[config.mk]
export PLATFORM = sky130hd
export DESIGN_NAME = cxa_top
export DESIGN_NICKNAME = d
export VERILOG_FILES = /design/src/core/cxa_pkg.sv /design/src/core/cxa_cfg_if.sv /design/src/core/cxa_pwm_gen.sv /design/src/core/cxa_top.sv
export SDC_FILE = /design/constraint.sdc
export NUM_CORES = 1
export LEC_CHECK = 0
export BUFFER_PORTS_ARGS = -buffer_cell sky130_fd_sc_hd__buf_2
export CAP_MARGIN = 20
export CORE_ASPECT_RATIO = 0.6
export CORE_MARGIN = 2
export CORE_UTILIZATION = 55
export DETAILED_ROUTE_END_ITERATION = 12
export HOLD_SLACK_MARGIN = 0.03
export PLACE_DENSITY_LB_ADDON = 0.08
export RECOVER_POWER = 25
export SYNTH_ARGS = -nofsm -noshare
export SYNTH_HDL_FRONTEND = slang
export SYNTH_HIERARCHICAL = 1
export SYNTH_SLANG_ARGS = --single-unit
[constraint.sdc]
create_clock -name clk -period 16.2 [get_ports clk]
set_input_delay 0 -clock clk [delete_from_list [all_inputs] [get_ports clk]]
set_output_delay 0 -clock clk [all_outputs]
set_load 0.02 [all_outputs]
[src/core/cxa_pkg.sv]
package cxa_pkg;
   // ==========================================================
   // value identifiers and lengths
   localparam logic [7:0] ID_ENABLE    = 8'h31;
   localparam logic [7:0] ID_OPTIONS   = 8'h32;
   localparam logic [7:0] ID_PERIODIC  = 8'h35;
   localparam logic [7:0] ID_DIR_PULSE = 8'h36;
   localparam logic [2:0] LEN_ENABLE   = 3'h1;
   localparam logic [2:0] LEN_OPTIONS  = 3'h4;
   localparam logic [2:0] LEN_PERIODIC = 3'h3;
   localparam logic [2:0] LEN_DIR      = 3'h1;
   localparam logic       STATUS_OK    = 1'b0;
   localparam logic       STATUS_ERR   = 1'b1;
   // ==========================================================
   // options word fields
   localparam int OPT_RETRY_LSB  = 0;
   localparam int OPT_RETRY_W    = 8;
   localparam int OPT_ACK_DIS    = 8;
   localparam int OPT_ABORT      = 9;
   localparam int OPT_TX_HI      = 10;
   localparam int OPT_RX_HI      = 11;
   localparam int OPT_RETRY_HI   = 12;
   localparam int OPT_RETRY_EN   = 13;
   localparam int OPT_HOLDOFF_IN = 14;
   localparam int OPT_FORCE_HOLD = 16;
   localparam int OPT_MAC_HOLD   = 17;
   localparam int OPT_ASSERT_LSB = 18;
   localparam int OPT_CCA_TH_LSB = 20;
   localparam int OPT_MAC_TH_LSB = 25;
   localparam logic [31:0] OPT_WRITABLE = 32'h067F7FFF;
   localparam logic [31:0] OPT_RESET    = 32'h00000000;
   localparam logic [1:0] ASSERT_SYNC   = 2'h0;
   localparam logic [1:0] ASSERT_SPLIT  = 2'h2;
   // ==========================================================
   // periodic request and pulse values
   localparam logic [7:0]  MODE_OFF     = 8'h00;
   localparam logic [7:0]  MODE_LOW     = 8'h80;
   localparam logic [7:0]  MODE_HIGH    = 8'h82;
   localparam logic [7:0]  DUTY_MIN     = 8'h05;
   localparam logic [7:0]  DUTY_MAX     = 8'h5F;
   localparam logic [7:0]  PERIOD_MIN   = 8'h0A;
   localparam logic [7:0]  PERIOD_MAX   = 8'hDA;
   localparam logic [15:0] PERCENT_FULL = 16'h0064;
   localparam logic [7:0]  DIR_RESET    = 8'h00;
   // ==========================================================
   // timing
   localparam int CLK_NS         = 25;
   localparam int HALF_MS_NS     = 500000;
   localparam int US_NS          = 1000;
   localparam int HALF_MS_CYCLES = HALF_MS_NS / CLK_NS;
   localparam int US_CYCLES      = US_NS / CLK_NS;
   localparam logic [5:0] US_LAST = 6'(US_CYCLES - 1);
   // ==========================================================
   // directional pulse sequencer
   typedef enum logic [1:0] {
      DP_IDLE   = 2'b00,
      DP_ACTIVE = 2'b01,
      DP_DONE   = 2'b11
   } cxa_dp_state_t;
endpackage

[src/core/cxa_cfg_if.sv]
`timescale 1ns/1ps
`default_nettype none
interface cxa_cfg_if;
   logic [7:0] mode;
   logic [7:0] duty;
   logic [7:0] period;
   logic       run;
   logic       pwmReq;
   logic       pwmHigh;
   modport cfg (output mode, output duty, output period, output run,
                input pwmReq, input pwmHigh);
   modport gen (input mode, input duty, input period, input run,
                output pwmReq, output pwmHigh);
endinterface
`default_nettype wire

[src/core/cxa_pwm_gen.sv]
`timescale 1ns/1ps
`default_nettype none
module cxa_pwm_gen #(
   parameter int unsigned STEP_CYCLES = cxa_pkg::HALF_MS_CYCLES
) (
   input  wire logic clk,
   input  wire logic reset_n,
   cxa_cfg_if.gen    cfg
);
   import cxa_pkg::*;

   localparam logic [15:0] STEP_LAST = 16'(STEP_CYCLES - 1);

   logic [15:0] preQ, preD;
   logic [7:0]  posQ, posD;
   logic        reqQ, reqD;
   logic        hiQ,  hiD;
   logic        active;

   assign active = cfg.run && (cfg.mode != MODE_OFF);

   // ==========================================================
   // half-ms steps through one period
   always_comb begin
      preD = preQ;
      posD = posQ;
      if (!active) begin
         preD = '0;
         posD = '0;
      end else if (preQ == STEP_LAST) begin
         preD = '0;
         posD = (posQ >= cfg.period - 8'h01) ? 8'h00 : posQ + 8'h01;
      end else begin
         preD = preQ + 16'h0001;
      end
      // on while elapsed share stays under the duty share
      reqD = active && ((16'(posQ) * PERCENT_FULL)
                        < (16'(cfg.duty) * 16'(cfg.period)));
      hiD  = reqD && (cfg.mode == MODE_HIGH);
   end

   always_ff @(posedge clk) begin
      if (!reset_n) begin
         preQ <= '0;
         posQ <= '0;
         reqQ <= 1'b0;
         hiQ  <= 1'b0;
      end else begin
         preQ <= preD;
         posQ <= posD;
         reqQ <= reqD;
         hiQ  <= hiD;
      end
   end

   assign cfg.pwmReq  = reqQ;
   assign cfg.pwmHigh = hiQ;
endmodule
`default_nettype wire

[src/core/cxa_top.sv]
`timescale 1ns/1ps
`default_nettype none
module cxa_top #(
   parameter int unsigned HALF_MS_CYCLES = cxa_pkg::HALF_MS_CYCLES
) (
   input  wire logic        clk,
   input  wire logic        reset_n,
   input  wire logic        cmdValid,
   input  wire logic        cmdWrite,
   input  wire logic [7:0]  cmdId,
   input  wire logic [2:0]  cmdLen,
   input  wire logic [31:0] cmdData,
   output var  logic        rspValid,
   output var  logic        rspStatus,
   output var  logic [2:0]  rspLen,
   output var  logic [31:0] rspData,
   input  wire logic        grantPin,
   input  wire logic        radioHoldOffPin,
   input  wire logic        reqSecured,
   input  wire logic        txPending,
   input  wire logic        txActive,
   input  wire logic        rxSync,
   input  wire logic        rxAddrMatch,
   input  wire logic        rxEnd,
   input  wire logic        rxRetry,
   input  wire logic        ccaFail,
   input  wire logic        macFail,
   input  wire logic        txDone,
   output var  logic        requestOut,
   output var  logic        priorityOut,
   output var  logic        dirPulseOut,
   output var  logic        ackSuppress,
   output var  logic        txAbort,
   output var  logic        macHoldOff,
   output var  logic [7:0]  retryTimeoutMs
);
   import cxa_pkg::*;

   function automatic logic reached(input logic [2:0] cnt,
                                    input logic [2:0] th);
      reached = (th != 3'h0) && (cnt >= th);
   endfunction

   function automatic logic periodicOk(input logic [23:0] v);
      logic [7:0] m;
      logic [7:0] d;
      logic [7:0] p;
      m = v[7:0];
      d = v[15:8];
      p = v[23:16];
      periodicOk = (m == MODE_OFF) ||
                   ((m == MODE_LOW || m == MODE_HIGH) &&
                    d >= DUTY_MIN && d <= DUTY_MAX &&
                    p >= PERIOD_MIN && p <= PERIOD_MAX);
   endfunction

   // ==========================================================
   // configuration values and host answers
   logic        enableQ,   enableD;
   logic [31:0] optsQ,     optsD;
   logic [7:0]  modeQ,     modeD;
   logic [7:0]  dutyQ,     dutyD;
   logic [7:0]  periodQ,   periodD;
   logic [7:0]  dirWidthQ, dirWidthD;
   logic        rspValidQ, rspValidD;
   logic        rspStatusQ, rspStatusD;
   logic [2:0]  rspLenQ,   rspLenD;
   logic [31:0] rspDataQ,  rspDataD;

   always_comb begin
      enableD    = enableQ;
      optsD      = optsQ;
      modeD      = modeQ;
      dutyD      = dutyQ;
      periodD    = periodQ;
      dirWidthD  = dirWidthQ;
      rspValidD  = cmdValid;
      rspStatusD = STATUS_OK;
      rspLenD    = 3'h0;
      rspDataD   = 32'h00000000;
      if (cmdValid) begin
         case (cmdId)
            ID_ENABLE: begin
               rspLenD = LEN_ENABLE;
               if (cmdWrite && (cmdLen != LEN_ENABLE ||
                                cmdData[7:1] != 7'h00)) begin
                  rspStatusD = STATUS_ERR;
               end else if (cmdWrite) begin
                  enableD = cmdData[0];
               end else begin
                  rspDataD = {31'h00000000, enableQ};
               end
            end
            ID_OPTIONS: begin
               rspLenD = LEN_OPTIONS;
               if (cmdWrite && cmdLen != LEN_OPTIONS) begin
                  rspStatusD = STATUS_ERR;
               end else if (cmdWrite) begin
                  // reserved bits never stored, so they read back zero
                  optsD = cmdData & OPT_WRITABLE;
               end else begin
                  rspDataD = optsQ;
               end
            end
            ID_PERIODIC: begin
               rspLenD = LEN_PERIODIC;
               if (cmdWrite && (cmdLen != LEN_PERIODIC ||
                                !periodicOk(cmdData[23:0]))) begin
                  rspStatusD = STATUS_ERR;
               end else if (cmdWrite) begin
                  modeD   = cmdData[7:0];
                  dutyD   = cmdData[15:8];
                  periodD = cmdData[23:16];
               end else begin
                  rspDataD = {8'h00, periodQ, dutyQ, modeQ};
               end
            end
            ID_DIR_PULSE: begin
               rspLenD = LEN_DIR;
               if (cmdWrite && cmdLen != LEN_DIR) begin
                  rspStatusD = STATUS_ERR;
               end else if (cmdWrite) begin
                  dirWidthD = cmdData[7:0];
               end else begin
                  rspDataD = {24'h000000, dirWidthQ};
               end
            end
            default: begin
               rspStatusD = STATUS_ERR;
            end
         endcase
      end
   end

   always_ff @(posedge clk) begin
      if (!reset_n) begin
         enableQ    <= 1'b0;
         optsQ      <= OPT_RESET;
         modeQ      <= MODE_OFF;
         dutyQ      <= DUTY_MIN;
         periodQ    <= PERIOD_MIN;
         dirWidthQ  <= DIR_RESET;
         rspValidQ  <= 1'b0;
         rspStatusQ <= STATUS_OK;
         rspLenQ    <= 3'h0;
         rspDataQ   <= 32'h00000000;
      end else begin
         enableQ    <= enableD;
         optsQ      <= optsD;
         modeQ      <= modeD;
         dutyQ      <= dutyD;
         periodQ    <= periodD;
         dirWidthQ  <= dirWidthD;
         rspValidQ  <= rspValidD;
         rspStatusQ <= rspStatusD;
         rspLenQ    <= rspLenD;
         rspDataQ   <= rspDataD;
      end
   end

   // ==========================================================
   // pin synchronisers: a change counts once stages 2 and 3 agree
   logic [2:0] grantSyncQ, holdSyncQ;
   logic       grantQ, grantD, grantPrevQ;
   logic       holdQ, holdD;

   always_comb begin
      grantD = (grantSyncQ[1] == grantSyncQ[2]) ? grantSyncQ[2] : grantQ;
      holdD  = (holdSyncQ[1] == holdSyncQ[2]) ? holdSyncQ[2] : holdQ;
   end

   always_ff @(posedge clk) begin
      if (!reset_n) begin
         grantSyncQ <= 3'h0;
         holdSyncQ  <= 3'h0;
         grantQ     <= 1'b0;
         grantPrevQ <= 1'b0;
         holdQ      <= 1'b0;
      end else begin
         grantSyncQ <= {grantSyncQ[1:0], grantPin};
         holdSyncQ  <= {holdSyncQ[1:0], radioHoldOffPin};
         grantQ     <= grantD;
         grantPrevQ <= grantQ;
         holdQ      <= holdD;
      end
   end

   // ==========================================================
   // periodic request generator
   cxa_cfg_if pwmBus ();
   assign pwmBus.mode   = modeQ;
   assign pwmBus.duty   = dutyQ;
   assign pwmBus.period = periodQ;
   assign pwmBus.run    = enableQ && !optsQ[OPT_FORCE_HOLD];

   cxa_pwm_gen #(
      .STEP_CYCLES (HALF_MS_CYCLES)
   ) uPwm (
      .clk     (clk),
      .reset_n (reset_n),
      .cfg     (pwmBus.gen)
   );

   // ==========================================================
   // request, priority and radio controls
   logic       rxReqQ, rxReqD, rxPriQ, rxPriD;
   logic [2:0] ccaCntQ, ccaCntD;
   logic [1:0] macCntQ, macCntD;
   logic       requestQ, requestD, priorityQ, priorityD;
   logic       ackSupQ, ackSupD, abortQ, abortD, macHoldQ, macHoldD;
   logic [1:0] assertPt;
   logic       retryReq, escalate, holdActive;

   always_comb begin
      assertPt  = optsQ[OPT_ASSERT_LSB +: 2];
      holdActive = optsQ[OPT_HOLDOFF_IN] && holdQ;
      retryReq  = optsQ[OPT_RETRY_EN] && rxRetry;
      // set wins over the end-of-frame clear
      rxReqD = rxEnd ? 1'b0 : rxReqQ;
      rxPriD = rxEnd ? 1'b0 : rxPriQ;
      if ((assertPt == ASSERT_SYNC || assertPt == ASSERT_SPLIT)
          ? rxSync : rxAddrMatch) begin
         rxReqD = 1'b1;
      end
      if ((assertPt == ASSERT_SYNC) ? rxSync : rxAddrMatch) begin
         rxPriD = 1'b1;
      end
      ccaCntD = txDone ? 3'h0 : ccaCntQ;
      macCntD = txDone ? 2'h0 : macCntQ;
      if (ccaFail && ccaCntD != 3'h7) begin
         ccaCntD = ccaCntD + 3'h1;
      end
      if (macFail && macCntD != 2'h3) begin
         macCntD = macCntD + 2'h1;
      end
      escalate = reached(ccaCntQ, optsQ[OPT_CCA_TH_LSB +: 3]) ||
                 reached({1'b0, macCntQ},
                         {1'b0, optsQ[OPT_MAC_TH_LSB +: 2]});
      // force holdoff wins over every request source
      requestD = enableQ && !optsQ[OPT_FORCE_HOLD] &&
                 (txPending || rxReqQ || retryReq || pwmBus.pwmReq);
      priorityD = requestD &&
                  ((txPending && (optsQ[OPT_TX_HI] || escalate)) ||
                   (rxPriQ && optsQ[OPT_RX_HI]) ||
                   (retryReq && optsQ[OPT_RETRY_HI]) ||
                   pwmBus.pwmHigh);
      ackSupD = enableQ && optsQ[OPT_ACK_DIS] &&
                (!grantQ || holdActive || !reqSecured);
      abortD  = enableQ && optsQ[OPT_ABORT] && txActive &&
                grantPrevQ && !grantQ;
      // held until grant; when clear the radio's own backoff applies
      macHoldD = enableQ && optsQ[OPT_MAC_HOLD] && !grantQ;
   end

   always_ff @(posedge clk) begin
      if (!reset_n) begin
         rxReqQ    <= 1'b0;
         rxPriQ    <= 1'b0;
         ccaCntQ   <= 3'h0;
         macCntQ   <= 2'h0;
         requestQ  <= 1'b0;
         priorityQ <= 1'b0;
         ackSupQ   <= 1'b0;
         abortQ    <= 1'b0;
         macHoldQ  <= 1'b0;
      end else begin
         rxReqQ    <= rxReqD;
         rxPriQ    <= rxPriD;
         ccaCntQ   <= ccaCntD;
         macCntQ   <= macCntD;
         requestQ  <= requestD;
         priorityQ <= priorityD;
         ackSupQ   <= ackSupD;
         abortQ    <= abortD;
         macHoldQ  <= macHoldD;
      end
   end

   // ==========================================================
   // directional priority pulse, once per request
   cxa_dp_state_t dpStateQ, dpStateD;
   logic [7:0]    dpLeftQ, dpLeftD;
   logic [5:0]    usCntQ, usCntD;
   logic          dirPulseQ, dirPulseD;

   always_comb begin
      dpStateD = dpStateQ;
      dpLeftD  = dpLeftQ;
      usCntD   = usCntQ;
      unique case (dpStateQ)
         DP_IDLE: begin
            usCntD = 6'h00;
            if (requestQ && dirWidthQ != 8'h00) begin
               dpStateD = DP_ACTIVE;
               dpLeftD  = dirWidthQ;
            end
         end
         DP_ACTIVE: begin
            if (!requestQ) begin
               dpStateD = DP_IDLE;
            end else if (usCntQ == US_LAST) begin
               usCntD  = 6'h00;
               dpLeftD = dpLeftQ - 8'h01;
               if (dpLeftQ == 8'h01) begin
                  dpStateD = DP_DONE;
               end
            end else begin
               usCntD = usCntQ + 6'h01;
            end
         end
         DP_DONE: begin
            if (!requestQ) begin
               dpStateD = DP_IDLE;
            end
         end
         default: begin
            dpStateD = DP_IDLE;
         end
      endcase
      dirPulseD = (dpStateD == DP_ACTIVE);
   end

   always_ff @(posedge clk) begin
      if (!reset_n) begin
         dpStateQ  <= DP_IDLE;
         dpLeftQ   <= 8'h00;
         usCntQ    <= 6'h00;
         dirPulseQ <= 1'b0;
      end else begin
         dpStateQ  <= dpStateD;
         dpLeftQ   <= dpLeftD;
         usCntQ    <= usCntD;
         dirPulseQ <= dirPulseD;
      end
   end

   assign rspValid       = rspValidQ;
   assign rspStatus      = rspStatusQ;
   assign rspLen         = rspLenQ;
   assign rspData        = rspDataQ;
   assign requestOut     = requestQ;
   assign priorityOut    = priorityQ;
   assign dirPulseOut    = dirPulseQ;
   assign ackSuppress    = ackSupQ;
   assign txAbort        = abortQ;
   assign macHoldOff     = macHoldQ;
   assign retryTimeoutMs = optsQ[OPT_RETRY_LSB +: OPT_RETRY_W];
endmodule
`default_nettype wire

==> results of run 1 <==
## per-layer routing
| layer | GRT usage [%] | routed length, um | up-vias |
|---|---|---|---|
| met5 | 0 | 0 | - |
| li1 | - | - | 4008 |
| met2 | 37.9 | 10100 | 288 |
| met3 | 4.50 | 1620 | 26 |
| met4 | 5.02 | 233 | 0 |
| met1 | 42.8 | 13200 | 3972 |
## placed cells by master, fill, tap and decap left out, types with 20 or more instances in the layout
cell,netlist,layout
nor2_1,127,127
a21oi_1,57,57
a22oi_1,22,22
buf_2,4,58
fa_1,39,39
dfxtp_1,152,152
nand2_1,57,57
and3_1,20,20
ha_1,98,98
xor2_1,28,28
nand3_1,20,20
nor3_1,24,24
nand4_1,24,24
and2_1,64,62
mux2i_1,40,40
inv_1,87,87
o21ai_0,41,41
dlygate4sd3_1,0,46
xnor2_1,22,22
clkbuf_1,33,40
## per-stage QoR
step | setup WS (ns) | utilization, % | cells
2_1_floorplan | 10.88 | - | 1107
3_3_place_gp | 10.32 | 59.6 | 1387
3_5_place_dp | 10.29 | 59.6 | 1387
4_1_cts | 10.25 | 65.8 | 1465
5_1_grt | 9.70 | 65.5 | 1466
6_report | 10.17 | 65.5 | 1466
## final cells by class
| type | count | share of cell area [%] |
|---|---|---|
| clock inverters | 12 | 1.19 |
| well taps | 234 | 2.59 |
| inverters | 88 | 2.93 |
| repair buffers | 149 | 8.38 |
| flip-flops and latches | 152 | 27.0 |
| multi-input cells | 811 | 53.9 |
| clock buffers | 20 | 4.05 |
## report_power, final
group	internal (uW)	switching, uW	total (uW)
Clock	226	169	395
Combinational	16.9	23.2	40.1
Sequential	375	0.660	376
Total	618	193	811
## flip-flops by register name, summed over array words and instances (netlist names), 6 cells and up
name and cells:
usCntQ 6, modeQ 8, rspData 26, uPwm/posQ 8, periodQ 8, dutyQ 8, uPwm/preQ 16, dirWidthQ 8
optsQ 24, dpLeftQ 8
## cell families after synthesis
kind of cell	Yosys count
compound gates	188
xor+xnor	50
fa+ha+maj	137
simple gates	390
mux	40
other cells	1
buf+inv	144
flops	152
## repair_timing
item / 4_1_cts / 5_1_grt
endpoints found under the setup margin: 0 / 0
hold buffers: 46 / 0
endpoints found under the hold margin: 73 / 0
## worst paths after layout
check,from,end,slack (ns)
hold reg to reg,grantSyncQ[0]$_SDFF_PN0_,grantSyncQ[1]$_SDFF_PN0_,0.44
setup reg to reg,periodQ[5]$_SDFFE_PN0P_,uPwm/cfg.pwmHigh$_SDFF_PN0_,10.17
hold / removal,rxRetry,priorityOut$_SDFF_PN0_,0.05
setup / recovery,periodQ[5]$_SDFFE_PN0P_,uPwm/cfg.pwmHigh$_SDFF_PN0_,10.17
## synth_stat cells, types with 3 or more instances
master and n:
dfxtp_1 152, nor2_1 127, ha_1 98, inv_1 87
and2_1 64, a21oi_1 57, nand2_1 57, o21ai_0 41
mux2i_1 40, fa_1 39, clkbuf_1 33, xor2_1 28
nand4_1 24, nor3_1 24, a22oi_1 22, xnor2_1 22
and3_1 20, nand3_1 20, buf_4 18, nor2b_1 11
nand2b_1 10, a21o_1 9, a31oi_1 9, nor4_1 8
a22o_1 7, a211oi_1 6, o21a_1 6, a221oi_1 4
buf_2 4, or4_1 4, a211o_1 3, and4_1 3
o21bai_1 3, o31ai_1 3
## worst max-delay path, stage by stage (launching register included)
cell,delay [ns]
dfxtp_1,0.71
nand2_1,0.14
fa_1,0.50
fa_1,0.54
inv_1,0.05
fa_1,0.53
inv_1,0.05
fa_1,0.52
inv_1,0.04
ha_1,0.34
o21ai_0,0.13
o21ai_0,0.34
a21oi_1,0.16
o21bai_1,0.17
a21oi_1,0.10
xor2_1,0.15
ha_1,0.29
a21o_1,0.18
a221oi_1,0.26
o21ai_0,0.25
a2111oi_0,0.43
==> results.txt, run 1 <==
CTS tree -> done
DRT iter0 DRCs -> 737
Period utilization -> 37.2%
FP Rows -> 37
RSZ-0062 raised after global routing -> false
Tot GR Track Use -> 26.9%
Die X -> 176 um
CTS resizes -> 0
1st-pass router iterations -> 5
Number of port buffers -> 97
Mapped Cells -> 1,102
Nets -> 1,415
WP data arrival -> 6.31 ns
Register area share after synthesis -> 31.3%
Minimum clock period -> 6.03 ns
FF-to-FF path depth -> 20
Yosys warns -> 6
Post-DP Area -> 10,300 um2
Final RePlAce weighted congestion -> 0.862
Vias -> 8,294
Total gr overflow -> 0
Mapped Area -> 9720 um2
Share of synthesized area spent on multiplexers -> 4.12%
Min Hold Slack -> 0.0457 ns
Peak supply drop -> 0.0676 mV
Post-synth top area cell -> dfxtp_1
Max-cap violations -> 0
Combinational family with the most area after synthesis -> adder cells
FF/Latch Area -> 3040 um2
DRC errors left -> 0
Leak Pwr -> 0.00511 uW
Ys flop type -> dfxtp_1
Multi-input logic area -> 6080 um2
Simple-Gate Fraction of Synth Area -> 20.5%
Worst Hold Path Cells -> 5
Vias per cell -> 5.66
CTS clk-pin slew, worst paths -> 0.06 ns
Post-synth EDFFs -> 0
Total CTS buffers -> 17
Count of final setup violators -> 0
FMAX -> 166 MHz
Number of global-route vias before repair -> 7,599
Root Buffer -> clkbuf_16
Slew Limit Fails -> 0
Area grow syn2layout -> 16.1%
Outcome -> complete, no violations
Fillcell total -> 1,442
Cell variety after synth -> 64
WP data required -> 16.48 ns
Final Power -> 811 uW
Post-synth top area share -> 31.3%
Crit path capture type -> flip-flop
First-pass GRT wire length -> 39,800 um
Maximum clock path buffer count -> 2
CP max FO -> 12
Ports -> 110
Asr flop ratio synth -> 0%
Final instance area -> 11,300 um2
XOR/XNOR share of the synthesized area -> 4.50%
Worst-Margin Slew -> 0.910 ns
Die height -> 107 um
Post-synthesis compound-gate area fraction -> 12.5%
Post-Synth Adder-Cell Area -> 20.6%
Die area -> 18,800 um2
ANT cells -> 0
Detail Route Antenna Nets -> 0
CTS sink cnt -> 152
Worst skew pair latency -> 0.42 ns
Final hold violation count -> 0
H-tree lvl count -> 4
Skew final -> 0.0173 ns
Synth top area cells -> dfxtp_1 31%, ha_1 13%, fa_1 8.0%
Syn avg cell area -> 8.82 um2
Core area -> 17,200 um2
Hold crit path type -> input pin to flip-flop
Share of layout cells above drive strength 1 -> 8.60%
Initial antenna violation count -> 0
Largest net degree at the start of global routing -> 46
Flops & latches, synth -> 152
Total Routed Length -> 25,100 um
WL/cell -> 17.1 um
Critical path launch point type -> flip-flop
Post-route setup TNS -> 0 ns
Initial cell density of the core -> 56.5%
Slew HR -> 39.2%
Power Density -> 71.8 nW/um2
Crit path kind -> flip-flop to flip-flop
# Post-CTS Setup Buffers -> 0
Hpwl dp -> 18,100 um
Power figures use the tool's default switching activity.
==> run 2, diff against run 1 <==
==> constraint.sdc (replaced) <==
create_clock -name clk -period 6.2 [get_ports clk]
set_input_delay 0 -clock clk [delete_from_list [all_inputs] [get_ports clk]]
set_output_delay 0 -clock clk [all_outputs]
set_load 0.02 [all_outputs]
==> results.txt, run 2 (synthesis results as in run 1) <==
Nets -> 1,422 (+0.49%)
WP data required -> 6.49 ns (-9.99 ns)
Worst skew pair latency -> 0.42 ns (about the same)
Share of layout cells above drive strength 1 -> 8.89% (+0.28 points)
Slew HR -> 37.4% (-1.8 points)
Placed Instances -> 1,393 (+0.43%)
First-pass GRT wire length -> 40,500 um (+2.0%)
Maximum clock path buffer count -> 2 (unchanged)
Non-filler cells, final -> 1,472 (+0.41%)
CP max FO -> 13 (+1)
Largest register FFs -> 26 (unchanged)
Ports -> 110 (unchanged)
Final instance area -> 11,300 um2 (+0.40%)
Core area -> 17,200 um2 (unchanged)
CTS clk-pin slew, worst paths -> 0.06 ns (about the same)
Peak supply drop -> 0.176 mV (+160%)
Leak Pwr -> 0.00513 uW (+0.43%)
Critical path launch point type -> flip-flop
Total gr overflow -> 0 (unchanged)
Hpwl dp -> 18,200 um (+0.84%)
Number of port buffers -> 97 (unchanged)
Total Routed Length -> 25,400 um (+1.2%)
Number of global-route vias before repair -> 7,736 (+1.8%)
Skew final -> 0.0178 ns (+0.000442 ns)
Final RePlAce weighted congestion -> 0.850 (-1.4%)
WP data arrival -> 6.15 ns (-0.16 ns)
Root Buffer -> clkbuf_16
Period utilization -> 94.5% (+57 points)
Die area -> 18,800 um2 (unchanged)
CTS tree -> done
Post-route setup TNS -> 0 ns (unchanged)
Die height -> 107 um (unchanged)
Minimum clock period -> 5.86 ns (-0.170 ns)
Most frequent cells in the layout -> 152 x dfxtp_1, 127 x nor2_1, 98 x ha_1, 87 x inv_1, 62 x and2_1
DRT iter0 DRCs -> 719 (-2.4%)
Largest net degree at the start of global routing -> 42 (-8.7%)
Final hold violation count -> 0 (unchanged)
Total CTS buffers -> 17 (unchanged)
Vias per cell -> 5.61 (-0.76%)
H-tree lvl count -> 4 (unchanged)
Post-DP Area -> 10,300 um2 (+0.44%)
1st-pass router iterations -> 5 (unchanged)
Power Density -> 187 nW/um2 (+160%)
Initial cell density of the core -> 56.5% (unchanged)
Slew Limit Fails -> 0 (unchanged)
Min Hold Slack -> 0.0368 ns (-0.00894 ns)
ANT cells -> 0 (unchanged)
FMAX -> 171 MHz (+2.9%)
WL/cell -> 17.2 um (+0.77%)
Area grow syn2layout -> 16.6%
Outcome -> complete, no violations
FP Rows -> 37 (unchanged)
DRC errors left -> 0 (unchanged)
Post-placement worst setup slack -> 0.415 ns (-9.88 ns)
CTS sink cnt -> 152 (unchanged)
Hold crit path type -> input pin to flip-flop
Max-cap violations -> 0 (unchanged)
RSZ-0062 raised after global routing -> false
Die X -> 176 um (unchanged)
Worst-Margin Slew -> 0.937 ns (+0.0266 ns)
Vias -> 8,265 (-0.35%)
Final setup margin -> 0.339 ns (-9.83 ns)
# Post-CTS Setup Buffers -> 0 (unchanged)
Detail Route Antenna Nets -> 0 (unchanged)
Tot GR Track Use -> 27.4% (+0.55 points)
Crit path capture type -> flip-flop
Count of final setup violators -> 0 (unchanged)
Commonest non-fill, non-tap cell in the layout -> dfxtp_1
Initial antenna violation count -> 0 (unchanged)
Crit path kind -> flip-flop to flip-flop
## run 2: changes by cell type in the layout (fill, tap and decap cells not counted), sizes merged
cell	delta
buf	+5
clkinv	-2
clkinvlp	+2
dlygate4sd3	+2
bufinv	+1
clkbuf	-1
inv	-1
## run 2: layout make-up
type                            instances  area [um2]
Multi-Input combinational cell        811        6080
Fill cell                            1486        5890
Sequential cell                       152        3040
Timing Repair Buffer                  156        1000
Clock buffer                           19         443
Inverter                               88         330
Tap cell                              234         293
Clock inverter                         12         139
## run 2: worst max-delay path: stages, from the launching register on
cell and delay, ns:
dfxtp_1 0.66, nand2_1 0.15, fa_1 0.50, fa_1 0.49, inv_1 0.06, fa_1 0.53, inv_1 0.05, fa_1 0.53
inv_1 0.04, ha_1 0.34, o21ai_0 0.13, o21ai_0 0.32, a21oi_1 0.16, o21bai_1 0.16, a21oi_1 0.09, xor2_1 0.15
ha_1 0.29, a21o_1 0.18, a221oi_1 0.27, o21ai_0 0.25, a2111oi_0 0.40
## run 2: path summary, 6_finish.rpt
check	startpoint	endpoint	slack, ns	cells past startpoint
min	reset_n	periodQ[3]$_SDFFE_PN1P_	0.04	2
max	periodQ[3]$_SDFFE_PN1P_	uPwm/cfg.pwmHigh$_SDFF_PN0_	0.34	20
min reg2reg	holdSyncQ[0]$_SDFF_PN0_	holdSyncQ[1]$_SDFF_PN0_	0.44	1
max reg2reg	periodQ[3]$_SDFFE_PN1P_	uPwm/cfg.pwmHigh$_SDFF_PN0_	0.34	20
## run 2: where the power goes
| group | switching (uW) | internal, uW |
|---|---|---|
| sequential | 1.81 | 981 |
| clock | 429 | 607 |
| combinational | 61.3 | 44.0 |
## run 2: through the flow
step	util [%]	total power, uW
after CTS	66.1	2130
after detailed placement	59.9	1080
after global routing	65.8	2180
after floorplan	-	1050
final	65.8	2120
after global placement	59.9	1080
## run 2: timing repair
item                                   CTS  global route
gates resized for setup                  0             0
hold buffers                            48             0
endpoints found under the hold margin   73             0
## run 2: layer usage
layer  vias to the layer above  GRT usage, %  part of all wire (%)  wire length [um]
met5                         -             0                     0                 0
met4                         0          5.08                   1.1               284
met3                        22          4.96                   6.8              1730
met2                       274          37.9                    39              9930
met1                      3940          44.0                    53             13400
li1                       4029             -                     -                 -
